## src/port_supervisor_map.vh

```
// header: offsets, fields, reset values and timing counts of the port supervisor
// assumes: included by the supervisor design file, 100 MHz system clock
`ifndef PORT_SUPERVISOR_MAP_VH
`define PORT_SUPERVISOR_MAP_VH

// ****************************************************************
// register offsets (byte addresses)
// ****************************************************************
`define REG_CONTROL       4'h0
`define REG_STATUS        4'h4
`define REG_COMPARATOR    4'h8

// ****************************************************************
// control register fields
// ****************************************************************
`define CTRL_MODE_1_BIT   0
`define CTRL_MODE_2_BIT   1
`define CTRL_MODE_3_BIT   2
`define CTRL_LIMSEL_BIT   3
`define CTRL_ENABLE_BIT   4
`define CTRL_RESET_VALUE  5'h1f

// ****************************************************************
// mode codes {mode_pin_1, mode_pin_2, mode_pin_3, limit_select}
// ****************************************************************
`define MODE_SDP_LOW      4'he
`define MODE_CDP          4'hf
`define MODE_DISCH_0      4'h0
`define MODE_DISCH_1      4'h1
`define MODE_DCP_AUTO_A   4'h2
`define MODE_DCP_AUTO_B   4'h3
`define MODE_DCP_AUTO_C   4'h6
`define MODE_DCP_AUTO_D   4'h7

// ****************************************************************
// timing
// ****************************************************************
`define CLK_FREQ_HZ       100000000
`define ASSERT_TIME_MS    200
`define RELEASE_TIME_MS   3000
`define DISCHARGE_TIME_MS 1
`define ASSERT_CYCLES     (`CLK_FREQ_HZ / 1000 * `ASSERT_TIME_MS)
`define RELEASE_CYCLES    (`CLK_FREQ_HZ / 1000 * `RELEASE_TIME_MS)
`define DISCHARGE_CYCLES  (`CLK_FREQ_HZ / 1000 * `DISCHARGE_TIME_MS)
`define DEGLITCH_CYCLES   16'd800

`endif

```

## src/port_power_status_supervisor.v

```verilog
// holds the supervisory logic of a usb charging port power switch: load status
// qualification, mode handling, current limit select, fault and thermal handling
// assumes: analog sensing arrives as asynchronous comparator levels, classic
// wishbone slave for software, one 100 MHz clock
`timescale 1ns/10ps
`include "port_supervisor_map.vh"

// Behaviour
// - after reset every port advertises charging with the high current limit
// - non-charging mode acts as standard port with the low current limit
// - mode changes happen with or without output discharge depending on pins
// - low limit standard mode to charging mode via limit select never discharges
// - status asserts after load above low limit plus 60 mA for 200 ms
// - in charging downstream mode primary detection asserts status at once
// - status releases after load below low limit plus 10 mA for 3 s
// - status is indication only; charging port keeps the high current limit
// - short present at enable or power up enters constant current directly
// - overload when enabled gives constant current; only thermal limit turns off
// - fault output low during overtemperature or current limit until cleared
// - current limit passes a deglitch before it reaches the fault output
// - overtemperature reaches the fault output with no filtering
// - switch stays off below undervoltage threshold; comparator supplies hysteresis
// - die above 135 C in current limit turns the switch off
// - die above 155 C always turns the switch off
// - switch restarts after cooling about 20 C, cycling until fault clears
// - pins 111 with select 0 low limit standard, select 1 charging downstream
module port_power_status_supervisor #(
  parameter ASSERT_CYCLES    = `ASSERT_CYCLES,
  parameter RELEASE_CYCLES   = `RELEASE_CYCLES,
  parameter DISCHARGE_CYCLES = `DISCHARGE_CYCLES
) (
  input  wire        CLK_SYS,
  input  wire        SYS_RST,
  input  wire        WB_CYC_I,
  input  wire        WB_STB_I,
  input  wire        WB_WE_I,
  input  wire [3:0]  WB_ADR_I,
  input  wire [3:0]  WB_SEL_I,
  input  wire [31:0] WB_DAT_I,
  output reg  [31:0] WB_DAT_O,
  output wire        WB_ACK_O,
  input  wire        LOAD_ABOVE_ASSERT,
  input  wire        LOAD_BELOW_RELEASE,
  input  wire        PRIMARY_DETECT,
  input  wire        CURRENT_LIMIT_ACTIVE,
  input  wire        INPUT_ABOVE_UVLO,
  input  wire        TEMP_ABOVE_135,
  input  wire        TEMP_ABOVE_155,
  input  wire        TEMP_COOLED,
  output reg         SWITCH_ON,
  output reg         HIGH_LIMIT_SELECT,
  output reg         CONSTANT_CURRENT,
  output reg         DISCHARGE_ON,
  output reg         STATUS_N_OE,
  output wire        STATUS_N_O,
  output reg         FAULT_N_OE,
  output wire        FAULT_N_O
);

  // ****************************************************************
  // input synchronisers
  // ****************************************************************
  localparam NSYNC = 8;
  wire [NSYNC-1:0] raw_in = {TEMP_COOLED, TEMP_ABOVE_155, TEMP_ABOVE_135, INPUT_ABOVE_UVLO,
                             CURRENT_LIMIT_ACTIVE, PRIMARY_DETECT, LOAD_BELOW_RELEASE,
                             LOAD_ABOVE_ASSERT};
  reg  [NSYNC-1:0] sync_a;
  reg  [NSYNC-1:0] sync_b;
  genvar gi;
  generate
    for (gi = 0; gi < NSYNC; gi = gi + 1) begin : g_sync
      always @(posedge CLK_SYS or posedge SYS_RST) begin
        if (SYS_RST) begin
          sync_a[gi] <= 1'b0;
          sync_b[gi] <= 1'b0;
        end else begin
          sync_a[gi] <= raw_in[gi];
          sync_b[gi] <= sync_a[gi];
        end
      end
    end
  endgenerate
  wire load_high   = sync_b[0];
  wire load_low    = sync_b[1];
  wire prim_det    = sync_b[2];
  wire in_limit    = sync_b[3];
  wire uvlo_ok     = sync_b[4];
  wire hot_135     = sync_b[5];
  wire hot_155     = sync_b[6];
  wire cooled      = sync_b[7];

  // ****************************************************************
  // wishbone slave
  // ****************************************************************
  reg  [4:0]  control;
  reg         ack;
  wire        bus_req = WB_CYC_I & WB_STB_I & ~ack;
  assign WB_ACK_O = ack;

  wire [3:0]  mode        = {control[`CTRL_MODE_1_BIT], control[`CTRL_MODE_2_BIT],
                             control[`CTRL_MODE_3_BIT], control[`CTRL_LIMSEL_BIT]};
  wire        enable      = control[`CTRL_ENABLE_BIT];
  reg         thermal_off;
  reg         status_active;
  reg         fault_active;

  always @(posedge CLK_SYS or posedge SYS_RST) begin
    if (SYS_RST) begin
      control  <= `CTRL_RESET_VALUE;
      ack      <= 1'b0;
      WB_DAT_O <= 32'h0;
    end else begin
      ack <= bus_req;
      if (bus_req) begin
        WB_DAT_O <= 32'h0;
        if (WB_ADR_I == `REG_CONTROL) begin
          if (WB_WE_I && WB_SEL_I[0])
            control <= WB_DAT_I[4:0];
          WB_DAT_O <= {27'h0, control};
        end else if (WB_ADR_I == `REG_STATUS) begin
          WB_DAT_O <= {26'h0, DISCHARGE_ON, thermal_off, CONSTANT_CURRENT,
                       fault_active, status_active, SWITCH_ON};
        end else if (WB_ADR_I == `REG_COMPARATOR) begin
          WB_DAT_O <= {24'h0, sync_b};
        end
      end
    end
  end

  // ****************************************************************
  // mode decode and discharge on mode change
  // ****************************************************************
  wire mode_cdp     = (mode == `MODE_CDP);
  wire mode_sdp_low = (mode == `MODE_SDP_LOW);
  wire mode_dcp     = (mode == `MODE_DCP_AUTO_A) || (mode == `MODE_DCP_AUTO_B) ||
                      (mode == `MODE_DCP_AUTO_C) || (mode == `MODE_DCP_AUTO_D);
  wire mode_disch   = (mode == `MODE_DISCH_0) || (mode == `MODE_DISCH_1);
  wire detect_mode  = mode_cdp | mode_dcp;

  reg  [3:0]  last_mode;
  reg  [31:0] disch_cnt;
  // 1110 <-> 1111 differs only in the select bit and skips the discharge
  wire pair_swap    = (last_mode[3:1] == 3'h7) && (mode[3:1] == 3'h7);
  wire mode_change  = (mode != last_mode) && !pair_swap;

  always @(posedge CLK_SYS or posedge SYS_RST) begin
    if (SYS_RST) begin
      last_mode <= `MODE_CDP;
      disch_cnt <= 32'h0;
    end else begin
      last_mode <= mode;
      if (mode_change)
        disch_cnt <= DISCHARGE_CYCLES;
      else if (disch_cnt != 32'h0)
        disch_cnt <= disch_cnt - 32'h1;
    end
  end

  // ****************************************************************
  // load status qualification
  // ****************************************************************
  reg [31:0] assert_cnt;
  reg [31:0] release_cnt;

  always @(posedge CLK_SYS or posedge SYS_RST) begin
    if (SYS_RST) begin
      assert_cnt    <= 32'h0;
      release_cnt   <= 32'h0;
      status_active <= 1'b0;
    end else if (!detect_mode) begin
      assert_cnt    <= 32'h0;
      release_cnt   <= 32'h0;
      status_active <= 1'b0;
    end else if (!status_active) begin
      release_cnt <= 32'h0;
      if (mode_cdp && prim_det) begin
        status_active <= 1'b1;
        assert_cnt    <= 32'h0;
      end else if (!load_high) begin
        assert_cnt <= 32'h0;
      end else if (assert_cnt >= ASSERT_CYCLES - 1) begin
        status_active <= 1'b1;
        assert_cnt    <= 32'h0;
      end else begin
        assert_cnt <= assert_cnt + 32'h1;
      end
    end else begin
      assert_cnt <= 32'h0;
      if (!load_low) begin
        release_cnt <= 32'h0;
      end else if (release_cnt >= RELEASE_CYCLES - 1) begin
        status_active <= 1'b0;
        release_cnt   <= 32'h0;
      end else begin
        release_cnt <= release_cnt + 32'h1;
      end
    end
  end

  // ****************************************************************
  // thermal shutdown with restart
  // ****************************************************************
  always @(posedge CLK_SYS or posedge SYS_RST) begin
    if (SYS_RST) begin
      thermal_off <= 1'b0;
    end else if (hot_155 || (hot_135 && in_limit)) begin
      thermal_off <= 1'b1;
    end else if (thermal_off && cooled) begin
      thermal_off <= 1'b0;
    end
  end

  // ****************************************************************
  // current limit deglitch and fault
  // ****************************************************************
  reg [15:0] glitch_cnt;
  reg        limit_fault;

  always @(posedge CLK_SYS or posedge SYS_RST) begin
    if (SYS_RST) begin
      glitch_cnt  <= 16'h0;
      limit_fault <= 1'b0;
    end else if (!in_limit) begin
      glitch_cnt  <= 16'h0;
      limit_fault <= 1'b0;
    end else if (glitch_cnt >= `DEGLITCH_CYCLES - 16'd1) begin
      limit_fault <= 1'b1;
    end else begin
      glitch_cnt <= glitch_cnt + 16'h1;
    end
  end

  always @* begin
    fault_active = limit_fault | thermal_off | hot_155;
  end

  // ****************************************************************
  // switch, limit and pin outputs
  // ****************************************************************
  always @(posedge CLK_SYS or posedge SYS_RST) begin
    if (SYS_RST) begin
      SWITCH_ON         <= 1'b0;
      HIGH_LIMIT_SELECT <= 1'b1;
      CONSTANT_CURRENT  <= 1'b0;
      DISCHARGE_ON      <= 1'b0;
      STATUS_N_OE       <= 1'b0;
      FAULT_N_OE        <= 1'b0;
    end else begin
      // off in undervoltage, thermal shutdown, discharge, or disabled
      SWITCH_ON <= enable && uvlo_ok && !thermal_off && !mode_disch &&
                   (disch_cnt == 32'h0);
      // low limit only in the standard port modes; status never changes it
      HIGH_LIMIT_SELECT <= !(mode_sdp_low ||
                             (mode[3:1] == 3'h2 && !mode[0]) ||
                             (mode[3:1] == 3'h6 && !mode[0]));
      // short at start or overload: regulate current rather than shut down
      CONSTANT_CURRENT  <= in_limit && enable && uvlo_ok && !thermal_off;
      DISCHARGE_ON      <= mode_disch || (disch_cnt != 32'h0);
      STATUS_N_OE       <= status_active;
      FAULT_N_OE        <= fault_active;
    end
  end

  // open drain: pin only ever pulled low
  assign STATUS_N_O = 1'b0;
  assign FAULT_N_O  = 1'b0;

endmodule // port_power_status_supervisor

```

## config.mk

```make
export PLATFORM = sky130hd
export DESIGN_NAME = port_power_status_supervisor
export DESIGN_NICKNAME = d
export VERILOG_FILES = /design/src/port_power_status_supervisor.v
export VERILOG_INCLUDE_DIRS = /design/src /design/src/src
export SDC_FILE = /design/constraint.sdc
export NUM_CORES = 1
export LEC_CHECK = 0
export BUFFER_PORTS_ARGS = -buffer_cell sky130_fd_sc_hd__buf_2
export CELL_PAD_IN_SITES_DETAIL_PLACEMENT = 0
export CELL_PAD_IN_SITES_GLOBAL_PLACEMENT = 1
export CORE_ASPECT_RATIO = 0.8
export CORE_MARGIN = 5
export CORE_UTILIZATION = 35
export DETAILED_ROUTE_END_ITERATION = 8
export GPL_TIMING_DRIVEN = 0
export PLACE_DENSITY = 0.73
export SLEW_MARGIN = 30
export SYNTH_ARGS = -nofsm -noshare
export SYNTH_HDL_FRONTEND = slang
export SYNTH_SLANG_ARGS = --single-unit
export TNS_END_PERCENT = 30
```

## constraint.sdc

```tcl
create_clock -name CLK_SYS -period 11.4 [get_ports CLK_SYS]
set_input_delay 0.57 -clock CLK_SYS [delete_from_list [all_inputs] [get_ports CLK_SYS]]
set_output_delay 0.57 -clock CLK_SYS [all_outputs]
set_load 0.005 [all_outputs]
```

After elaboration in Yosys (flattened, before gate mapping):

Index checks and enable logic that the tools add are counted.
Widths: inputs -> output; s select.

* add/sub/neg operators: 4
* $lt $le $gt $ge: 3
* equality and inequality tests: 16
* muxes and demuxes: 27
* bitwise operators: 6
* reduce and logical (&&, ||, !) cells: 35

Operators with widths (count)
* $mux 32: 11
* $add 32x1->32 const B: 2
* $ge 32x25->1 const B: 1
* $ge 32x29->1 const B: 1
* $logic_not 32->1: 1
* $mux 16: 2
* $reduce_bool 32->1: 1
* $sub 32x1->32 const B: 1
* $mux 8: 3
* $add 16x1->16 const B: 1
* $ge 16x10->1 const B: 1
* $logic_and 1x1->1: 15
* $eq 4x3->1 const B: 3
* $eq 4x4->1 const B: 3
* $mux 1: 11
* $eq 3x3->1 const B: 3
* $eq 4x2->1 const B: 2
* $logic_not 4->1: 2
* $logic_or 1x1->1: 8
* $logic_not 1->1: 5
* $eq 4x1->1 const B: 1
* $ne 4x4->1: 1
* $reduce_bool 2->1: 2
* $eq 3x2->1 const B: 1
* other kinds (6): 9

* flip-flop bits (word level): 179
* bits of input ports: 53
* output and inout port bits: 41
* logic and storage cells: 124

Longest topological paths before layout:

Gate-level depths: netlist of run 1.

* depth in word-level cells: 6
* mapped depth: 8
* depth with buffers taken out: 6

Worst setup path before layout of run 1:

No wires, ideal clock.

* path type: register to register
* from: register disch_cnt[10]
* to: register disch_cnt[21]
* library setup time: 78 ps
* arrival: 2469 ps
* data required time: 11322 ps
* setup slack: 8853 ps
* cell stages (with the launch flop): 8
* path buffers: 2
* period minus slack after synthesis: 2547 ps
* path through: dfrtp_1 > or4_1 > buf_2 > or4_4 > buf_6 > or3_4 > or4_1 > a21oi_1

* cells in the longest elaborated chain, start to end: 3
* elaborated cells on any way between the ends: 5
* those cells by class: add/sub: 1; mux: 2; reduce/logical: 2

Ends and longest elaborated chain
* start, declared: line port_power_status_supervisor.v:141 `reg [31:0] disch_cnt;`
* start signal, assigned: line port_power_status_supervisor.v:155 `disch_cnt <= disch_cnt - 32'h1;`
* $sub 32x1->32: line port_power_status_supervisor.v:155
* $mux 32: line port_power_status_supervisor.v:154 `else if (disch_cnt != 32'h0)`
* $mux 32: line port_power_status_supervisor.v:152 `if (mode_change)`

Several ways; a longest one is shown, not always the timed one. The select of a mux whose other input is x is not followed.
A chain may end at the register's enable or synchronous reset.

Final worst setup path of run 1:

* from: register disch_cnt[10]
* to: register SWITCH_ON

* cells in the longest elaborated chain, start to end: 2

Ends and longest elaborated chain
* $logic_not 32->1: line port_power_status_supervisor.v:251 `(disch_cnt == 32'h0);`
* $logic_and 1x1->1: line port_power_status_supervisor.v:250 `SWITCH_ON <= enable && uvlo_ok && !thermal_off && !mode_disch &&`
* end signal, assigned: line port_power_status_supervisor.v:250
* end, declared: line port_power_status_supervisor.v:50 `output reg SWITCH_ON,`

Every way passes these cells.

==> results of run 1 <==
-- power breakdown --
part           switching, mW  leakage, nW  internal, mW
Combinational         0.0722         1.29        0.0452
Clock                  0.233        0.325         0.412
Sequential            0.0187         2.02         0.573
Total                  0.324         3.63          1.03
-- cell usage after synthesis (3+ instances only) --
cell / number / area (um2)
a21oi_1: 30 / 150
a22o_1: 6 / 52.6
a31oi_1: 3 / 18.8
and2_1: 13 / 81.3
and3_1: 13 / 81.3
and4_1: 9 / 78.8
buf_2: 4 / 20.0
buf_4: 26 / 195
clkbuf_1: 17 / 63.8
dfrtp_1: 145 / 3630
dfstp_2: 10 / 263
ha_1: 5 / 62.6
inv_1: 15 / 56.3
mux2_2: 5 / 56.3
mux2i_1: 7 / 70.1
nand2_1: 42 / 158
nand2b_1: 7 / 43.8
nand3_1: 26 / 130
nand3b_1: 7 / 52.6
nand4_1: 19 / 119
nor2_1: 82 / 308
nor2b_1: 3 / 18.8
nor3_1: 21 / 105
nor4_1: 16 / 100
nor4b_1: 3 / 26.3
o211ai_1: 4 / 30.0
o21ai_0: 29 / 145
o31a_1: 3 / 26.3
o31ai_1: 11 / 82.6
or2_2: 3 / 18.8
or3_1: 18 / 113
or4_1: 12 / 90.1
xnor2_1: 35 / 307
xor2_1: 23 / 201
-- layout by cell type (no fill, tap or decap), drive strengths merged, types with 5 or more instances in the layout --
cell type / count
inv: 17
o21ai: 31
nor3: 21
nor2: 82
mux2i: 7
nor4: 16
nand3: 26
buf: 69
o31ai: 11
or4: 13
nand2: 42
conb: 36
clkbuf: 35
mux2: 5
nand4: 19
nand2b: 7
and3: 13
a22o: 6
ha: 5
xor2: 23
dfrtp: 145
dfstp: 10
nand3b: 7
and4: 9
a21oi: 30
and2: 13
clkinv: 6
bufinv: 6
or3: 19
xnor2: 35
-- per-layer routing --
metal  global-route usage, %  vias to the layer above  part of all wire, %
li1                        -                     2614                    -
met2                    19.4                       81                   44
met4                    3.03                        0                 0.69
met5                       0                        -                    0
met3                    3.59                       10                  3.6
met1                    19.3                     2464                   52
-- worst min path at each step --
| stage | start | end | slack, ns | cells past startpoint |
|---|---|---|---|---|
| after global routing | SYS_RST | release_cnt[0]$_DFF_PP0_ | 0.22 | 2 |
| after CTS | SYS_RST | release_cnt[24]$_DFF_PP0_ | 0.21 | 2 |
| after detailed placement | sync_a[3]$_DFF_PP0_ | in_limit$_DFF_PP0_ | 0.33 | 0 |
| final | SYS_RST | release_cnt[24]$_DFF_PP0_ | 0.19 | 2 |
| after global placement | sync_a[3]$_DFF_PP0_ | in_limit$_DFF_PP0_ | 0.33 | 0 |
| after floorplan | sync_a[7]$_DFF_PP0_ | cooled$_DFF_PP0_ | 0.33 | 0 |
-- worst reg2reg max path: cells and delay by family (launching register included) --
kind / cells / cell delay (ns)
buf+inv: 3 / 0.73
compound gates: 1 / 0.14
flops: 1 / 0.39
simple gates: 4 / 1.47
-- per-stage QoR --
step / cells / utilization [%]
final: 1069 / 42.7
after global placement: 1035 / 39.1
after CTS: 1069 / 42.7
after detailed placement: 1037 / 39.4
after floorplan: 735 / -
after global routing: 1069 / 42.7
-- state kept, by name (all words and copies together), names as in the netlist, 4 cells and up --
name and count:
last_mode 4, sync_a 8, assert_cnt 32, release_cnt 32
WB_DAT_O 8, control 5, glitch_cnt 16, disch_cnt 32
-- area by class of cell --
| class | count | area share, % |
|---|---|---|
| sequential | 155 | 45.4 |
| multi-input combinational | 516 | 36.2 |
| clock buffer | 18 | 5.01 |
| tap | 264 | 3.86 |
| buffer | 48 | 3.39 |
| clock inverter | 14 | 2.82 |
| timing repair buffer | 38 | 2.48 |
| inverter | 16 | 0.789 |
-- logic make-up after synthesis --
family | after synthesis | share of synthesized area, %
other cells | 1 | 0.0522
xor+xnor | 58 | 7.07
flops | 155 | 54.2
compound gates | 104 | 9.09
buf+inv | 64 | 4.88
simple gates | 301 | 22.1
fa+ha+maj | 5 | 0.871
mux | 12 | 1.76
==> impl_metrics.yaml, run 1 <==
finish:
  finalNetCount: 850
  multi_input_area_um2: 3100
  seq_area_um2: 3890
  syn2layout_area_growth_pct: 19.2
  fill_cells: 1968
  diodes: 0
  post_route_cells_drive_above_1_share_pct: 15.8
  stdcell_area_um2: 8560
clocking:
  cts_buffers: 17
  clk_path_buf_depth: 2
  clock-sinks: 155
  clock_latency_ns: 0.42
  cts.htree.levels: 4
  post-cts-setup-buffer-count: 0
  clk_pin_slew_ns: 0.07
  holdBufCountCts: 0
  cts_tree: "done"
  clock-root-buffer: "clkbuf_16"
  ctsResizeCount: 0
placement:
  io_buffers: 36
  pre_cts_slack_ns: 8.52
  dpl_cell_area_um2: 7890
  gp_congestion: 0.781
  dpl.hpwl_um: 10100
hold_path:
  hold_path_class: "input port to async pin"
sta:
  hold_viol: 0
  setup_ws_ns: 8.58
  period_minus_slack_ns: 2.82
  rsz0062_at_grt: "false"
  slew_viol_final: 0
  finalSetupViolations: 0
  fin_crit_sh_pct: 24.7
  fmax_mhz: 355
  finClkSkew_ns: 0.0121
  worst_pin_slew_ns: 0.883
  timing.slew.headroom_pct: 40.6
  fin_setup_tns_ns: 0
  whs_ns: 0.190
setup_path:
  cp_common_cell: "buf_2"
  crit_arrival_ns: 3.15
  slowest_stage: "or4_1"
  cpPeakStageDelay_ns: 0.51
  crit_chain: "or4_1 -> buf_2 -> or4_4 -> nor4b_1 -> buf_2 -> buf_2 -> o31ai_1 -> nor3_1"
  cp.required_ns: 11.73
  r2r_cells: 8
  path_delay_family: "simple AND/OR/NAND/NOR gates"
  cp_max_fo: 10
  reg2reg_from: "disch_cnt[10]$_DFFE_PP0P_"
  reg2reg_to: "SWITCH_ON$_DFF_PP0_"
  worstSetupPathType: "register to register"
  start_kind: "register"
  cp-endpoint: "SWITCH_ON$_DFF_PP0_"
  endpoint_kind: "register"
  crit_cells: 8
  cp-startpoint: "disch_cnt[10]$_DFFE_PP0P_"
  r2r_setup_slack_ns: 8.58
  crit_buf_inv: 3
synth:
  yosys_warnings: 0
  yosysUniqueCellTypes: 57
  synthCells: 700
  synth_edf_count: 0
  synth-seq-cells: 155
  synth_ff_type: "dfrtp_1"
  netlist_area_um2: 7190
  async_flop_share_pct: 100
  seq_area_frac_synth_pct: 54.2
  avgSynthCellArea_um2: 10.3
floorplan:
  row_count: 46
  core_area_um2: 20000
  chipHeight_um: 138
  start_util_pct: 35.9
  floorplan.die_area_um2: 23500
  die_w_um: 170
  io-pin-count: 94
pwr:
  powerDensity_nw_per_um2: 158
  ir_drop_uv: 86.2
  p_total_mw: 1.35
  leakage_nw: 3.63
routing:
  drtPass1Iterations: 7
  ant_nets: 0
  drc: 0
  drt-initial-drc-count: 290
  wirelength_um: 14900
  wl_per_cell_um: 13.9
  routed-via-count: 5169
  viasPerCell: 4.84
global_routing:
  grt_first_pass_wirelength_um: 25500
  grt-ovfl-total: 0
  grt_antenna_before_repair: 0
  grt_start_max_net_pins: 86
  grt_use_total_pct: 13.1
  grt_pass1_vias: 5082
flow_run:
  drv_cap: 0
status:
  status: "finished, final reports clean"
(Power assumes the default switching activity.)
==> run 2: changes to the inputs <==
--- a/config.mk
+++ b/config.mk
@@ -14,7 +14,7 @@
 export CORE_UTILIZATION = 35
 export DETAILED_ROUTE_END_ITERATION = 8
 export GPL_TIMING_DRIVEN = 0
-export PLACE_DENSITY = 0.73
+export PLACE_DENSITY = 0.76
 export SLEW_MARGIN = 30
 export SYNTH_ARGS = -nofsm -noshare
 export SYNTH_HDL_FRONTEND = slang
==> constraint.sdc (replaced) <==
create_clock -name CLK_SYS -period 2.4 [get_ports CLK_SYS]
set_input_delay 0.12 -clock CLK_SYS [delete_from_list [all_inputs] [get_ports CLK_SYS]]
set_output_delay 0.12 -clock CLK_SYS [all_outputs]
set_load 0.005 [all_outputs]
==> run 2 against run 1 <==
Against the previous run: the run now ends with setup timing left; core utilization up 1.9 points; flip-flop and latch count unchanged; clock skew about the same; total power rose to 4.5 times the previous value; non-clock buffer count up 33.
==> impl_metrics.yaml, run 2 (synthesized netlist as in run 1, its figures left out) <==
status:
  status: "finished, violations left"
  violations: "setup timing"
clocking:
  clk_path_buf_depth: 2
  cts_buffers: 17
  clock-sinks: 155
  cts.htree.levels: 4
  clk_pin_slew_ns: 0.06
  clock_latency_ns: 0.42
  clock-root-buffer: "clkbuf_16"
  cts_tree: "done"
setup_path:
  crit_chain: "or4_4 -> or4_4 -> buf_6 -> or4b_4 -> buf_6 -> and3_4 -> o21ai_2"
  cpPeakStageDelay_ns: 0.56
  crit_buf_inv: 2
  crit_arrival_ns: 3.01
  slowest_stage: "or4_4"
  path_delay_family: "simple AND/OR/NAND/NOR gates"
  endpoint_kind: "register"
  worstSetupPathType: "register to register"
  cp.required_ns: 2.74
  start_kind: "register"
  cp_max_fo: 6
pwr:
  p_sw_share_pct: 25.3
  p_total_mw: 6.13
  powerDensity_nw_per_um2: 686
  p_switching_mw: 1.55
  ir_drop_uv: 446
  p_int_mw: 4.58
  p_clk_share_pct: 43.8
  seqPwrFrac_pct: 45.9
  pwr-share-comb_pct: 10.3
  leakage_nw: 3.79
sta:
  worst_pin_slew_ns: 0.696
  setup_ws_ns: -0.279
  slew_viol_final: 0
  finalSetupViolations: 25
  period_minus_slack_ns: 2.68
  rsz0062_at_grt: "true"
  fin_crit_sh_pct: 112
  finClkSkew_ns: 0.0116
  fin_setup_tns_ns: -3.73
  fmax_mhz: 373
  hold_viol: 0
  timing.slew.headroom_pct: 53.2
  whs_ns: 0.112
global_routing:
  grt_antenna_before_repair: 0
  grt_pass1_vias: 5062
  grt-ovfl-total: 0
  grt_use_total_pct: 12.9
  grt_first_pass_wirelength_um: 25500
  grt_start_max_net_pins: 30
finish:
  seq_area_um2: 3890
  fill_cells: 1898
  post_route_cells_drive_above_1_share_pct: 20.3
  syn2layout_area_growth_pct: 24.3
  multi_input_area_um2: 3200
  final_common_cell: "dfrtp_1"
  diodes: 0
  most-common-layout-cells: "dfrtp_1 (145), nor2_1 (82), buf_4 (43), nand2_1 (42), buf_2 (38)"
  stdcell_area_um2: 8930
  finalNetCount: 883
  reg.largest.list: "assert_cnt: 32 flops, disch_cnt: 32 flops, release_cnt: 32 flops"
routing:
  drc: 0
  drtPass1Iterations: 4
  routed-via-count: 5375
  wl_per_cell_um: 13.8
  drt-initial-drc-count: 308
  wirelength_um: 15200
  ant_nets: 0
  viasPerCell: 4.88
placement:
  pre_cts_slack_ns: -0.573
  gp_congestion: 0.743
  dpl_cell_area_um2: 7960
  io_buffers: 36
  dpl.hpwl_um: 10300
floorplan:
  core_area_um2: 20000
  io-pin-count: 94
  chipHeight_um: 138
  row_count: 46
  die_w_um: 170
  start_util_pct: 35.9
  floorplan.die_area_um2: 23500
hold_path:
  hold_path_class: "input port to register"
flow_run:
  drv_cap: 0
-- run 2: cell count changes in the layout (fill, tap and decap cells not counted), moves of 3 or more --
cell | before | now
clkbuf_2 | 0 | 4
bufinv_16 | 6 | 2
or4_1 | 12 | 9
buf_2 | 41 | 38
buf_12 | 0 | 5
buf_4 | 26 | 43
or4_4 | 1 | 4
clkbuf_1 | 18 | 11
buf_6 | 1 | 4
a21oi_2 | 0 | 3
dlygate4sd3_1 | 0 | 14
a21oi_1 | 30 | 27
-- run 2: cell type report --
type,count,share of cell area (%)
plain buffers,47,3.47
clock buffers,19,5.07
clock inverters,12,1.57
inverters,16,0.714
multi-input cells,516,35.8
flip-flops and latches,155,43.6
well taps,264,3.70
repair buffers,72,6.15
-- run 2: path summary, 6_finish.rpt --
path | start | endpoint | slack, ns | cells past startpoint
max | disch_cnt[11]$_DFFE_PP0P_ | disch_cnt[5]$_DFFE_PP0P_ | -0.28 | 7
min | WB_ADR_I[1] | WB_DAT_O[2]$_DFFE_PP0P_ | 0.11 | 3
max reg2reg | disch_cnt[11]$_DFFE_PP0P_ | disch_cnt[5]$_DFFE_PP0P_ | -0.28 | 7
min reg2reg | sync_a[5]$_DFF_PP0_ | hot_135$_DFF_PP0_ | 0.35 | 0
max in group asynchronous | SYS_RST | release_cnt[25]$_DFF_PP0_ | 1.18 | 6
min in group asynchronous | SYS_RST | sync_a[4]$_DFF_PP0_ | 0.28 | 3
-- run 2: per-stage QoR --
stage	instances	utilization [%]
6_report	1101	44.6
5_1_grt	1101	44.6
4_1_cts	1092	43.9
3_5_place_dp	1042	39.7
3_3_place_gp	1035	39.1
2_1_floorplan	735	-
-- run 2: per-layer routing --
| metal | up-vias | global-route usage [%] | part of all wire [%] |
|---|---|---|---|
| met1 | 2632 | 19.3 | 52 |
| met3 | 10 | 2.59 | 2.8 |
| met2 | 61 | 19.2 | 45 |
| met4 | 0 | 3.53 | 0.90 |
| li1 | 2672 | - | - |
| met5 | - | 0 | 0 |
-- run 2: power by group through the flow --
stage          registers (mW)  clock network, mW  logic [mW]
2_1_floorplan            2.83                  0       0.405
3_3_place_gp             2.86                  0       0.538
3_5_place_dp             2.86                  0       0.564
4_1_cts                  2.81               2.75       0.599
5_1_grt                  2.83               2.86       0.707
6_report                 2.82               2.68       0.630
-- run 2: what timing repair did --
action	4_1_cts	5_1_grt
gates cloned	1	1
endpoints found under the hold margin	25	0
pin swaps	4	11
buffers inserted	4	9
endpoints found under the setup margin	75	64
resized for setup	22	25
hold buffers	14	0
-- run 2: worst min-delay path, delay by kind of cell --
kind	cells	cell delay (ns)
AO/OA/AOI/OAI	1	0.19
buffers and inverters	1	0.08
AND/OR/NAND/NOR	1	0.09
